## src/inc/ospm_consts.svh

```systemverilog
`ifndef OSPM_CONSTS_SVH
`define OSPM_CONSTS_SVH

// Register offsets (byte addresses, word aligned)
`define OSPM_OFS_SYS_CLK_CTRL  4'h0
`define OSPM_OFS_FAST_RC_CTRL  4'h4
`define OSPM_OFS_MODE_STATUS   4'h8
`define OSPM_OFS_HALT_CMD      4'hC

// sys_clk_ctrl_reg fields
`define OSPM_SCC_SEL_HI        7
`define OSPM_SCC_SEL_LO        5
`define OSPM_SCC_HS_KEEP       1
`define OSPM_SCC_LS_KEEP       0

// fast_rc_ctrl_reg fields
`define OSPM_FRC_FREQ_HI       3
`define OSPM_FRC_FREQ_LO       2
`define OSPM_FRC_STABLE        1
`define OSPM_FRC_ENABLE        0

// Reset values
`define OSPM_SCC_RESET         8'h00
`define OSPM_FRC_SEL_RESET     2'h0
`define OSPM_FRC_EN_RESET      1'h1

// System clock select codes
`define OSPM_SEL_SUB           3'h7

// Fast RC frequency codes
`define OSPM_FREQ_2M           2'h0
`define OSPM_FREQ_4M           2'h1
`define OSPM_FREQ_8M           2'h2

// Oscillator model: frequencies and timing
`define OSPM_CLK_HZ            25000000
`define OSPM_SLOW_HZ           32000
`define OSPM_F2M_HZ            2000000
`define OSPM_F4M_HZ            4000000
`define OSPM_F8M_HZ            8000000
`define OSPM_SETTLE_US         16
`define OSPM_SETTLE_CYC        ((`OSPM_SETTLE_US * (`OSPM_CLK_HZ / 1000000)))
`define OSPM_DIV_W             10
`define OSPM_CNT_W             12

`endif

```

## src/inc/ospm_pkg.sv

```systemverilog
package ospm_pkg;

    // Power modes, one-hot
    typedef enum logic [5:0] {
        OSPM_FAST      = 6'h01,
        OSPM_SLOW      = 6'h02,
        OSPM_SLEEP     = 6'h04,
        OSPM_IDLE_SUB  = 6'h08,
        OSPM_IDLE_BOTH = 6'h10,
        OSPM_IDLE_FAST = 6'h20
    } ospm_mode_t;

endpackage

```

## src/hdl/ospm_clk_div.sv

```systemverilog
`include "ospm_consts.svh"

// Enable generator: one-cycle pulse every div_i cycles while run_i
module ospm_clk_div
    import ospm_pkg::*;
(
    input  wire logic                  ref_clk_i,
    input  wire logic                  rst_i,
    input  wire logic                  run_i,
    input  wire logic [`OSPM_DIV_W-1:0] div_i,
    output logic                       tick_o
);

    logic [`OSPM_DIV_W-1:0] count;   // Cycles since last tick

    // Counter wraps at div_i; cleared when stopped so restart is clean
    always_ff @(posedge ref_clk_i or posedge rst_i) begin
        if (rst_i) begin
            count  <= '0;
            tick_o <= 1'b0;
        end else if (!run_i) begin
            count  <= '0;
            tick_o <= 1'b0;
        end else if (count + 1'b1 >= div_i) begin
            count  <= '0;
            tick_o <= 1'b1;
        end else begin
            count  <= count + 1'b1;
            tick_o <= 1'b0;
        end
    end

endmodule

```

## src/hdl/ospm_ctrl.sv

```systemverilog
`include "ospm_consts.svh"

module ospm_ctrl
    import ospm_pkg::*;
(
    input  wire logic        ref_clk_i,
    input  wire logic        rst_i,
    // Avalon-MM slave
    input  wire logic [3:0]  avs_address,
    input  wire logic        avs_read,
    input  wire logic        avs_write,
    input  wire logic [31:0] avs_writedata,
    input  wire logic [3:0]  avs_byteenable,
    output logic [31:0]      avs_readdata,
    output logic             avs_waitrequest,
    // CPU side
    input  wire logic        halt_i,
    input  wire logic        wake_i,
    output logic             cpu_run_o,
    output logic             cpu_sys_clk_o,
    // Clock enables for peripherals, then the current mode
    output logic             high_clk_o,
    output logic             sub_clk_o,
    output logic             slow_rc_clk_o,
    output logic             wdt_clk_o,
    output logic             tbase_clk_o,
    output logic [5:0]       mode_o
);

    // Control registers
    logic [2:0]  sys_clk_sel;        // System clock select
    logic        hs_osc_halt_keep;   // Keep fast oscillator in halt
    logic        ls_osc_halt_keep;   // Keep sub clock in halt
    logic [1:0]  fast_rc_freq_sel;   // Requested fast frequency
    logic [1:0]  freq_active;        // Frequency actually running
    logic        fast_rc_enable;     // Fast oscillator enable
    logic        fast_rc_stable;     // Fast oscillator settled
    logic [`OSPM_CNT_W-1:0] settle_cnt;  // Settling timer
    ospm_mode_t  mode;               // Current power mode
    ospm_mode_t  next_mode;          // Mode decode result
    logic        answered;           // Bus answer phase
    logic        req;                // Bus request pending

    // Oscillator tick enables
    logic        fast_run;
    logic        fast_tick;
    logic        slow_tick;
    logic        sub_run;
    logic [`OSPM_DIV_W-1:0] fast_div;
    logic [`OSPM_DIV_W-1:0] sys_div;
    logic [6:0]  presc;              // high_clk prescaler for /2../64
    logic        sys_tick;           // Chosen CPU clock tick
    logic        wr_scc;
    logic        wr_frc;

    // Decode frequency code to reference divide ratio
    function automatic logic [`OSPM_DIV_W-1:0] freq_div(input logic [1:0] code);
        case (code)
            `OSPM_FREQ_4M: freq_div = `OSPM_DIV_W'(`OSPM_CLK_HZ / `OSPM_F4M_HZ);
            `OSPM_FREQ_8M: freq_div = `OSPM_DIV_W'(`OSPM_CLK_HZ / `OSPM_F8M_HZ);
            default:       freq_div = `OSPM_DIV_W'(`OSPM_CLK_HZ / `OSPM_F2M_HZ);
        endcase
    endfunction

    // Single-cycle wait so the answer lands one edge after the request
    assign req             = avs_read | avs_write;
    assign avs_waitrequest = req & ~answered;
    assign wr_scc = avs_write & answered & (avs_address == `OSPM_OFS_SYS_CLK_CTRL) & avs_byteenable[0];
    assign wr_frc = avs_write & answered & (avs_address == `OSPM_OFS_FAST_RC_CTRL) & avs_byteenable[0];

    // Answer phase toggles so each request sees one wait cycle
    always_ff @(posedge ref_clk_i or posedge rst_i) begin
        if (rst_i) begin
            answered <= 1'b0;
        end else begin
            answered <= req & ~answered;
        end
    end

    // System clock control: selection and halt keep bits
    always_ff @(posedge ref_clk_i or posedge rst_i) begin
        if (rst_i) begin
            sys_clk_sel      <= 3'(`OSPM_SCC_RESET >> `OSPM_SCC_SEL_LO);
            hs_osc_halt_keep <= 1'b0;
            ls_osc_halt_keep <= 1'b0;
        end else if (wr_scc) begin
            sys_clk_sel      <= avs_writedata[`OSPM_SCC_SEL_HI:`OSPM_SCC_SEL_LO];
            hs_osc_halt_keep <= avs_writedata[`OSPM_SCC_HS_KEEP];
            ls_osc_halt_keep <= avs_writedata[`OSPM_SCC_LS_KEEP];
        end
    end

    // Fast RC control: enable and frequency request
    always_ff @(posedge ref_clk_i or posedge rst_i) begin
        if (rst_i) begin
            fast_rc_enable   <= `OSPM_FRC_EN_RESET;
            fast_rc_freq_sel <= `OSPM_FRC_SEL_RESET;
        end else if (wr_frc) begin
            fast_rc_enable   <= avs_writedata[`OSPM_FRC_ENABLE];
            fast_rc_freq_sel <= avs_writedata[`OSPM_FRC_FREQ_HI:`OSPM_FRC_FREQ_LO];
        end
    end

    // Settling: flag drops on disable or frequency change, rises after timer
    always_ff @(posedge ref_clk_i or posedge rst_i) begin
        if (rst_i) begin
            fast_rc_stable <= 1'b0;
            settle_cnt     <= '0;
            freq_active    <= `OSPM_FRC_SEL_RESET;
        end else if (!fast_rc_enable) begin
            fast_rc_stable <= 1'b0;
            settle_cnt     <= '0;
        end else if (wr_frc && avs_writedata[`OSPM_FRC_FREQ_HI:`OSPM_FRC_FREQ_LO] != fast_rc_freq_sel) begin
            fast_rc_stable <= 1'b0;
            settle_cnt     <= '0;
        end else if (!fast_rc_stable) begin
            if (settle_cnt >= `OSPM_CNT_W'(`OSPM_SETTLE_CYC - 1)) begin
                fast_rc_stable <= 1'b1;
                freq_active    <= fast_rc_freq_sel;
            end else begin
                settle_cnt <= settle_cnt + 1'b1;
            end
        end
    end

    // Power mode decode: halt enters idle or sleep from the keep bits
    always_comb begin
        next_mode = mode;
        case (mode)
            OSPM_FAST, OSPM_SLOW: begin
                if (halt_i) begin
                    case ({hs_osc_halt_keep, ls_osc_halt_keep})
                        2'h0:    next_mode = OSPM_SLEEP;
                        2'h1:    next_mode = OSPM_IDLE_SUB;
                        2'h3:    next_mode = OSPM_IDLE_BOTH;
                        default: next_mode = OSPM_IDLE_FAST;
                    endcase
                end else if (sys_clk_sel == `OSPM_SEL_SUB) begin
                    next_mode = OSPM_SLOW;
                end else begin
                    next_mode = OSPM_FAST;
                end
            end
            OSPM_SLEEP, OSPM_IDLE_SUB, OSPM_IDLE_BOTH, OSPM_IDLE_FAST: begin
                // Wake-up source is outside; resume per clock select
                if (wake_i) begin
                    next_mode = (sys_clk_sel == `OSPM_SEL_SUB) ? OSPM_SLOW : OSPM_FAST;
                end
            end
            default: next_mode = OSPM_FAST;
        endcase
    end

    // Mode register
    always_ff @(posedge ref_clk_i or posedge rst_i) begin
        if (rst_i) begin
            mode <= OSPM_FAST;
        end else begin
            mode <= next_mode;
        end
    end

    // Fast oscillator runs when enabled and the mode allows it
    always_comb begin
        case (mode)
            OSPM_FAST:      fast_run = 1'b1;
            OSPM_SLOW:      fast_run = fast_rc_enable;
            OSPM_IDLE_BOTH: fast_run = fast_rc_enable;
            OSPM_IDLE_FAST: fast_run = fast_rc_enable;
            default:        fast_run = 1'b0;
        endcase
    end

    // Peripheral sub clock stops in sleep and idle_fast_only
    assign sub_run  = (mode != OSPM_SLEEP) && (mode != OSPM_IDLE_FAST);
    assign fast_div = freq_div(freq_active);

    // Fast RC oscillator model: high_clk ticks
    ospm_clk_div u_fast_osc (
        .ref_clk_i (ref_clk_i),
        .rst_i     (rst_i),
        .run_i     (fast_run & fast_rc_enable),
        .div_i     (fast_div),
        .tick_o    (fast_tick)
    );

    // Slow RC oscillator model: always running for the watchdog
    ospm_clk_div u_slow_osc (
        .ref_clk_i (ref_clk_i),
        .rst_i     (rst_i),
        .run_i     (1'b1),
        .div_i     (sys_div),
        .tick_o    (slow_tick)
    );

    assign sys_div = `OSPM_DIV_W'(`OSPM_CLK_HZ / `OSPM_SLOW_HZ);

    // Prescaler on high_clk gives /2 through /64
    always_ff @(posedge ref_clk_i or posedge rst_i) begin
        if (rst_i) begin
            presc <= '0;
        end else if (fast_tick) begin
            presc <= presc + 1'b1;
        end
    end

    // Pick CPU tick: high_clk divided by 2^sel or sub_clk
    always_comb begin
        if (sys_clk_sel == `OSPM_SEL_SUB) begin
            sys_tick = slow_tick & sub_run;
        end else if (sys_clk_sel == 3'h0) begin
            sys_tick = fast_tick;
        end else begin
            // Tick when low sel bits of prescaler are all ones
            sys_tick = fast_tick & (&(presc | ~((7'h01 << sys_clk_sel) - 7'h01)));
        end
    end

    // Output enables, registered; CPU clock gated by mode
    always_ff @(posedge ref_clk_i or posedge rst_i) begin
        if (rst_i) begin
            cpu_sys_clk_o <= 1'b0;
            cpu_run_o     <= 1'b0;
            high_clk_o    <= 1'b0;
            sub_clk_o     <= 1'b0;
            slow_rc_clk_o <= 1'b0;
            wdt_clk_o     <= 1'b0;
            tbase_clk_o   <= 1'b0;
            mode_o        <= 6'h00;
        end else begin
            // CPU runs only in the running modes; idle keeps the tick only if that idle mode keeps its source
            cpu_run_o     <= (mode == OSPM_FAST) || (mode == OSPM_SLOW);
            case (mode)
                OSPM_FAST, OSPM_SLOW, OSPM_IDLE_BOTH: cpu_sys_clk_o <= sys_tick;
                OSPM_IDLE_SUB:  cpu_sys_clk_o <= (sys_clk_sel == `OSPM_SEL_SUB) & sys_tick;
                OSPM_IDLE_FAST: cpu_sys_clk_o <= (sys_clk_sel != `OSPM_SEL_SUB) & sys_tick;
                default:        cpu_sys_clk_o <= 1'b0;
            endcase
            // High, sub and time base ticks gated by the mode so one in flight dies on entry to a stop mode; slow RC and watchdog ticks are not
            high_clk_o    <= fast_tick & fast_run;
            sub_clk_o     <= slow_tick & sub_run;
            slow_rc_clk_o <= slow_tick;
            wdt_clk_o     <= slow_tick;
            tbase_clk_o   <= sub_run ? slow_tick : 1'b0;
            mode_o        <= mode;
        end
    end

    // Read mux; unmapped addresses read zero
    always_ff @(posedge ref_clk_i or posedge rst_i) begin
        if (rst_i) begin
            avs_readdata <= 32'h0000_0000;
        end else if (avs_read && !answered) begin
            case (avs_address)
                `OSPM_OFS_SYS_CLK_CTRL: avs_readdata <= {24'h000000, sys_clk_sel, 3'h0,
                                                         hs_osc_halt_keep, ls_osc_halt_keep};
                `OSPM_OFS_FAST_RC_CTRL: avs_readdata <= {28'h0000000, fast_rc_freq_sel,
                                                         fast_rc_stable, fast_rc_enable};
                `OSPM_OFS_MODE_STATUS:  avs_readdata <= {26'h0000000, mode};
                default:                avs_readdata <= 32'h0000_0000;
            endcase
        end
    end

endmodule

```

## config.mk

```make
export PLATFORM = sky130hd
export DESIGN_NAME = ospm_ctrl
export DESIGN_NICKNAME = d
export VERILOG_FILES = /design/src/inc/ospm_pkg.sv /design/src/hdl/ospm_clk_div.sv /design/src/hdl/ospm_ctrl.sv
export VERILOG_INCLUDE_DIRS = /design/src /design/src/inc
export SDC_FILE = /design/constraint.sdc
export NUM_CORES = 1
export LEC_CHECK = 0
export ABC_AREA = 1
export ABC_CLOCK_PERIOD_IN_PS = 2300
export BUFFER_PORTS_ARGS = -buffer_cell sky130_fd_sc_hd__buf_2
export CORE_ASPECT_RATIO = 0.75
export CORE_MARGIN = 10
export CORE_UTILIZATION = 31
export DETAILED_ROUTE_END_ITERATION = 16
export MAX_ROUTING_LAYER = met4
export PLACE_DENSITY_LB_ADDON = 0.1
export SLEW_MARGIN = 20
export SYNTH_ARGS = -nofsm -noshare
export SYNTH_HDL_FRONTEND = slang
export SYNTH_HIERARCHICAL = 1
export SYNTH_SLANG_ARGS = --single-unit
```

## constraint.sdc

```tcl
create_clock -name ref_clk_i -period 2.3 [get_ports ref_clk_i]
set_input_delay 0.23 -clock ref_clk_i [delete_from_list [all_inputs] [get_ports ref_clk_i]]
set_output_delay 0.23 -clock ref_clk_i [all_outputs]
set_load 0.05 [all_outputs]
```

==> results.toml <==
[status]
status = "complete, no violations"

[drt]
wl_per_cell_um = 12.3
firstDrtPassIters = 5
num_vias = 3645
wirelength_um = 10700
drtIter0Drc = 193
route.detailed.drc = 0
drtAntennaViolNets = 0
vias_per_cell = 4.18

[grt]
groute.usage.overall_pct = 10.8
antenna_found_initial = 0
grt_overflow = 0
grt_pass1_vias = 3765
grt_pass1_wl_um = 17800
grt_start_max_net_pins = 32

[timing]
setup_ws_ns = 0.118
slew-limit-headroom_pct = 61.1
setup_viol = 0
max_freq_ghz = 0.458
rsz0062_at_grt = "yes"
min_period_over_period_pct = 94.9
setup_tns_ns = 0
finalHoldViolCount = 0
whs_ns = 0.151
worstMarginPinSlew_ns = 0.582
finClkSkew_ns = 0.00843
slew_viol_final = 0
min_period_ns = 2.18

[setup_path]
r2r_end = "u_slow_osc/count[5]$_DFF_PP0_"
cpPeakStageDelay_ns = 0.39
r2r-start = "u_slow_osc/count[1]$_DFF_PP0_"
cp_max_fo = 5
crit_path_frequent_cell = "nor2_2"
start_kind = "register"
crit_slowest_cell = "dfrtp_1"
end_kind = "register"
cpLargestDelayFamily = "simple AND/OR/NAND/NOR gates"
regToRegSetupSlack_ns = 0.12
path_buf_inv = 2
path_cells = "ha_2 -> nand3_4 -> nor2_4 -> nand2_2 -> xor2_2 -> inv_2 -> ha_4 -> nand2_4 -> a21oi_2 -> nor2_2 -> buf_6 -> nand4_4 -> nor2_2"
required_ns = 2.56
critPathKind = "register to register"
arrival_ns = 2.44
ff2ff_path_depth = 13

[synthesis]
synth_common_cells = "nand2_1, inv_1, dfrtp_1"
synth_top_cells_by_area = "dfrtp_1, nand2_1, inv_1, ha_1, nor2_1"
syn_avg_cell_area_um2 = 7.79
yosys.cell_count.top_type = "nand2_1"
ys_async_sr_fraction_pct = 100
netlist_instances = 593
synthFlopType = "dfrtp_1"
synth.cell_area_um2 = 4620
ys_ff_latch = 77
ys_types = 36
yosysWarningCount = 6
synth_top_area_share_pct = 40.6
seq_area_frac_synth_pct = 41.8
synth-edff-count = 0
yosysTopAreaCell = "dfrtp_1"

[placed_design]
io_buffers = 39
place_ws_ns = 0.0707
gp_congestion = 0.831
place_hpwl_um = 8140
dp.cells = 847

[pwr]
total_leakage_power_nw = 3.11
p_int_mw = 2.76
power_density_nw_per_um2 = 775
p_sw_mw = 1.58
p_sw_share_pct = 36.5
combPwrFrac_pct = 28.9
pwr-share-seq_pct = 38.7
p_clk_share_pct = 32.4
ir_worst_vdd_mv = 0.415

[worst_hold_path]
min_to = "sys_clk_sel[0]$_DFFE_PP0P_"
hp-class = "primary input to register"
worstHoldPathCells = 3
hp-start = "avs_writedata[5]"

[clock_network]
cts_tree = "built"
path_clk_slew_ns = 0.06
cts.path.max_buffers = 2
clock_sinks = 77
h-tree-depth = 3
clk_latency_ns = 0.33
cts-root-buf = "clkbuf_16"
numCtsBuffers = 9

[final_layout]
final_core_util_pct = 38.5
fin_cells = 871
final_layout_size_suffix_gt1_share_pct = 21.5
final_nets = 738
area_growth_pct = 21.3
antenna_cells = 0

[floorplanning]
core.rowCount = 38
die_y_um = 126
io_pins = 92
initial_utilization_pct = 31.7
core_region_area_um2 = 14500
die_w_um = 161
dieArea_um2 = 20200

[job]
maxCapViolCount = 0
[stage by stage]
stage	cell area (um^2)	total power, mW
floorplan	4770	2.61
global placement	5040	2.87
detailed placement	5040	2.89
CTS	5350	4.33
global route	5600	4.64
finish	5600	4.34
[cell usage in the layout, fill, tap and decap left out, types with 5 or more instances in the layout]
cell type / synthesis / routed
a21oi_1: 14 / 13
o22ai_1: 5 / 5
nor2_1: 68 / 59
nand2_2: 11 / 18
inv_1: 106 / 103
nand3_1: 43 / 39
o21ai_0: 6 / 6
clkbuf_16: 0 / 9
inv_2: 8 / 11
conb_1: 2 / 42
ha_1: 26 / 22
xor2_1: 16 / 12
nor2_4: 5 / 9
buf_4: 26 / 6
buf_2: 2 / 39
nor2_2: 11 / 16
dfrtp_1: 75 / 75
nand2_1: 136 / 128
[power by group through the flow]
| stage | Clock (mW) | Combinational, mW | Sequential, mW |
|---|---|---|---|
| 6_report | 1.41 | 1.25 | 1.68 |
| 5_1_grt | 1.51 | 1.42 | 1.71 |
| 4_1_cts | 1.46 | 1.18 | 1.69 |
| 3_5_place_dp | 0 | 1.18 | 1.71 |
| 3_3_place_gp | 0 | 1.16 | 1.71 |
| 2_1_floorplan | 0 | 0.790 | 1.82 |
[cell type report]
class / count / area, um^2
clock buffers: 11 / 243
well taps: 200 / 250
clock inverters: 5 / 50.0
multi-input cells: 416 / 2420
fillers: 1559 / 8940
repair buffers: 48 / 282
flip-flops and latches: 77 / 1930
inverters: 114 / 428
[worst max-delay path by stage]
stage          depth (start not counted)                           from                       endpoint
6_report                              13  u_slow_osc/count[1]$_DFF_PP0_  u_slow_osc/count[5]$_DFF_PP0_
5_1_grt                               13  u_slow_osc/count[1]$_DFF_PP0_  u_slow_osc/count[7]$_DFF_PP0_
4_1_cts                               12  u_slow_osc/count[1]$_DFF_PP0_  u_slow_osc/count[7]$_DFF_PP0_
3_5_place_dp                          12  u_slow_osc/count[1]$_DFF_PP0_  u_slow_osc/count[7]$_DFF_PP0_
3_3_place_gp                          12  u_slow_osc/count[1]$_DFF_PP0_  u_slow_osc/count[5]$_DFF_PP0_
2_1_floorplan                         12  u_fast_osc/count[0]$_DFF_PP0_  u_fast_osc/count[0]$_DFF_PP0_
[state kept, by name, indices dropped and copies added (netlist names), 2 cells and up]
signal and flops:
fast_rc_freq_sel 2, mode_o 6, mode 6, sys_clk_sel 3, u_fast_osc/count 10, settle_cnt 12
avs_readdata 8, presc 6, u_slow_osc/count 10, freq_active 2
[tightest hold or removal path, delay by kind of cell]
kind | cells | cell delay, ns
and+or+nand+nor | 1 | 0.03
AOI/OAI and AO/OA | 1 | 0.10
buffers and inverters | 1 | 0.07
[routing by layer]
metal  GRT usage (%)  vias to the layer above  wire length, um
li1                -                     1900                -
met1            13.9                     1694             5360
met2            16.7                       43             5030
met3            2.80                        8              267
met4            2.35                        0               71
met5               -                        -                0
[kinds of logic (layout without fill, tap and decap cells)]
family | count (synthesis) | after routing | share of synthesized area [%]
compound gates | 39 | 39 | 5.07
other cells | 2 | 42 | 0.163
fa+ha+maj | 26 | 26 | 7.04
simple gates | 289 | 291 | 28.8
buf+inv | 142 | 178 | 13.7
flops | 77 | 77 | 41.8
xor+xnor | 17 | 17 | 3.22
mux | 1 | 1 | 0.244
[what timing repair did]
item	4_1_cts	5_1_grt
endpoints found under the setup margin	0	22
endpoints found under the hold margin	22	0
buffers inserted	0	5
hold buffers	1	0
gates resized for setup	0	43
Power figures use the tool's default switching activity.
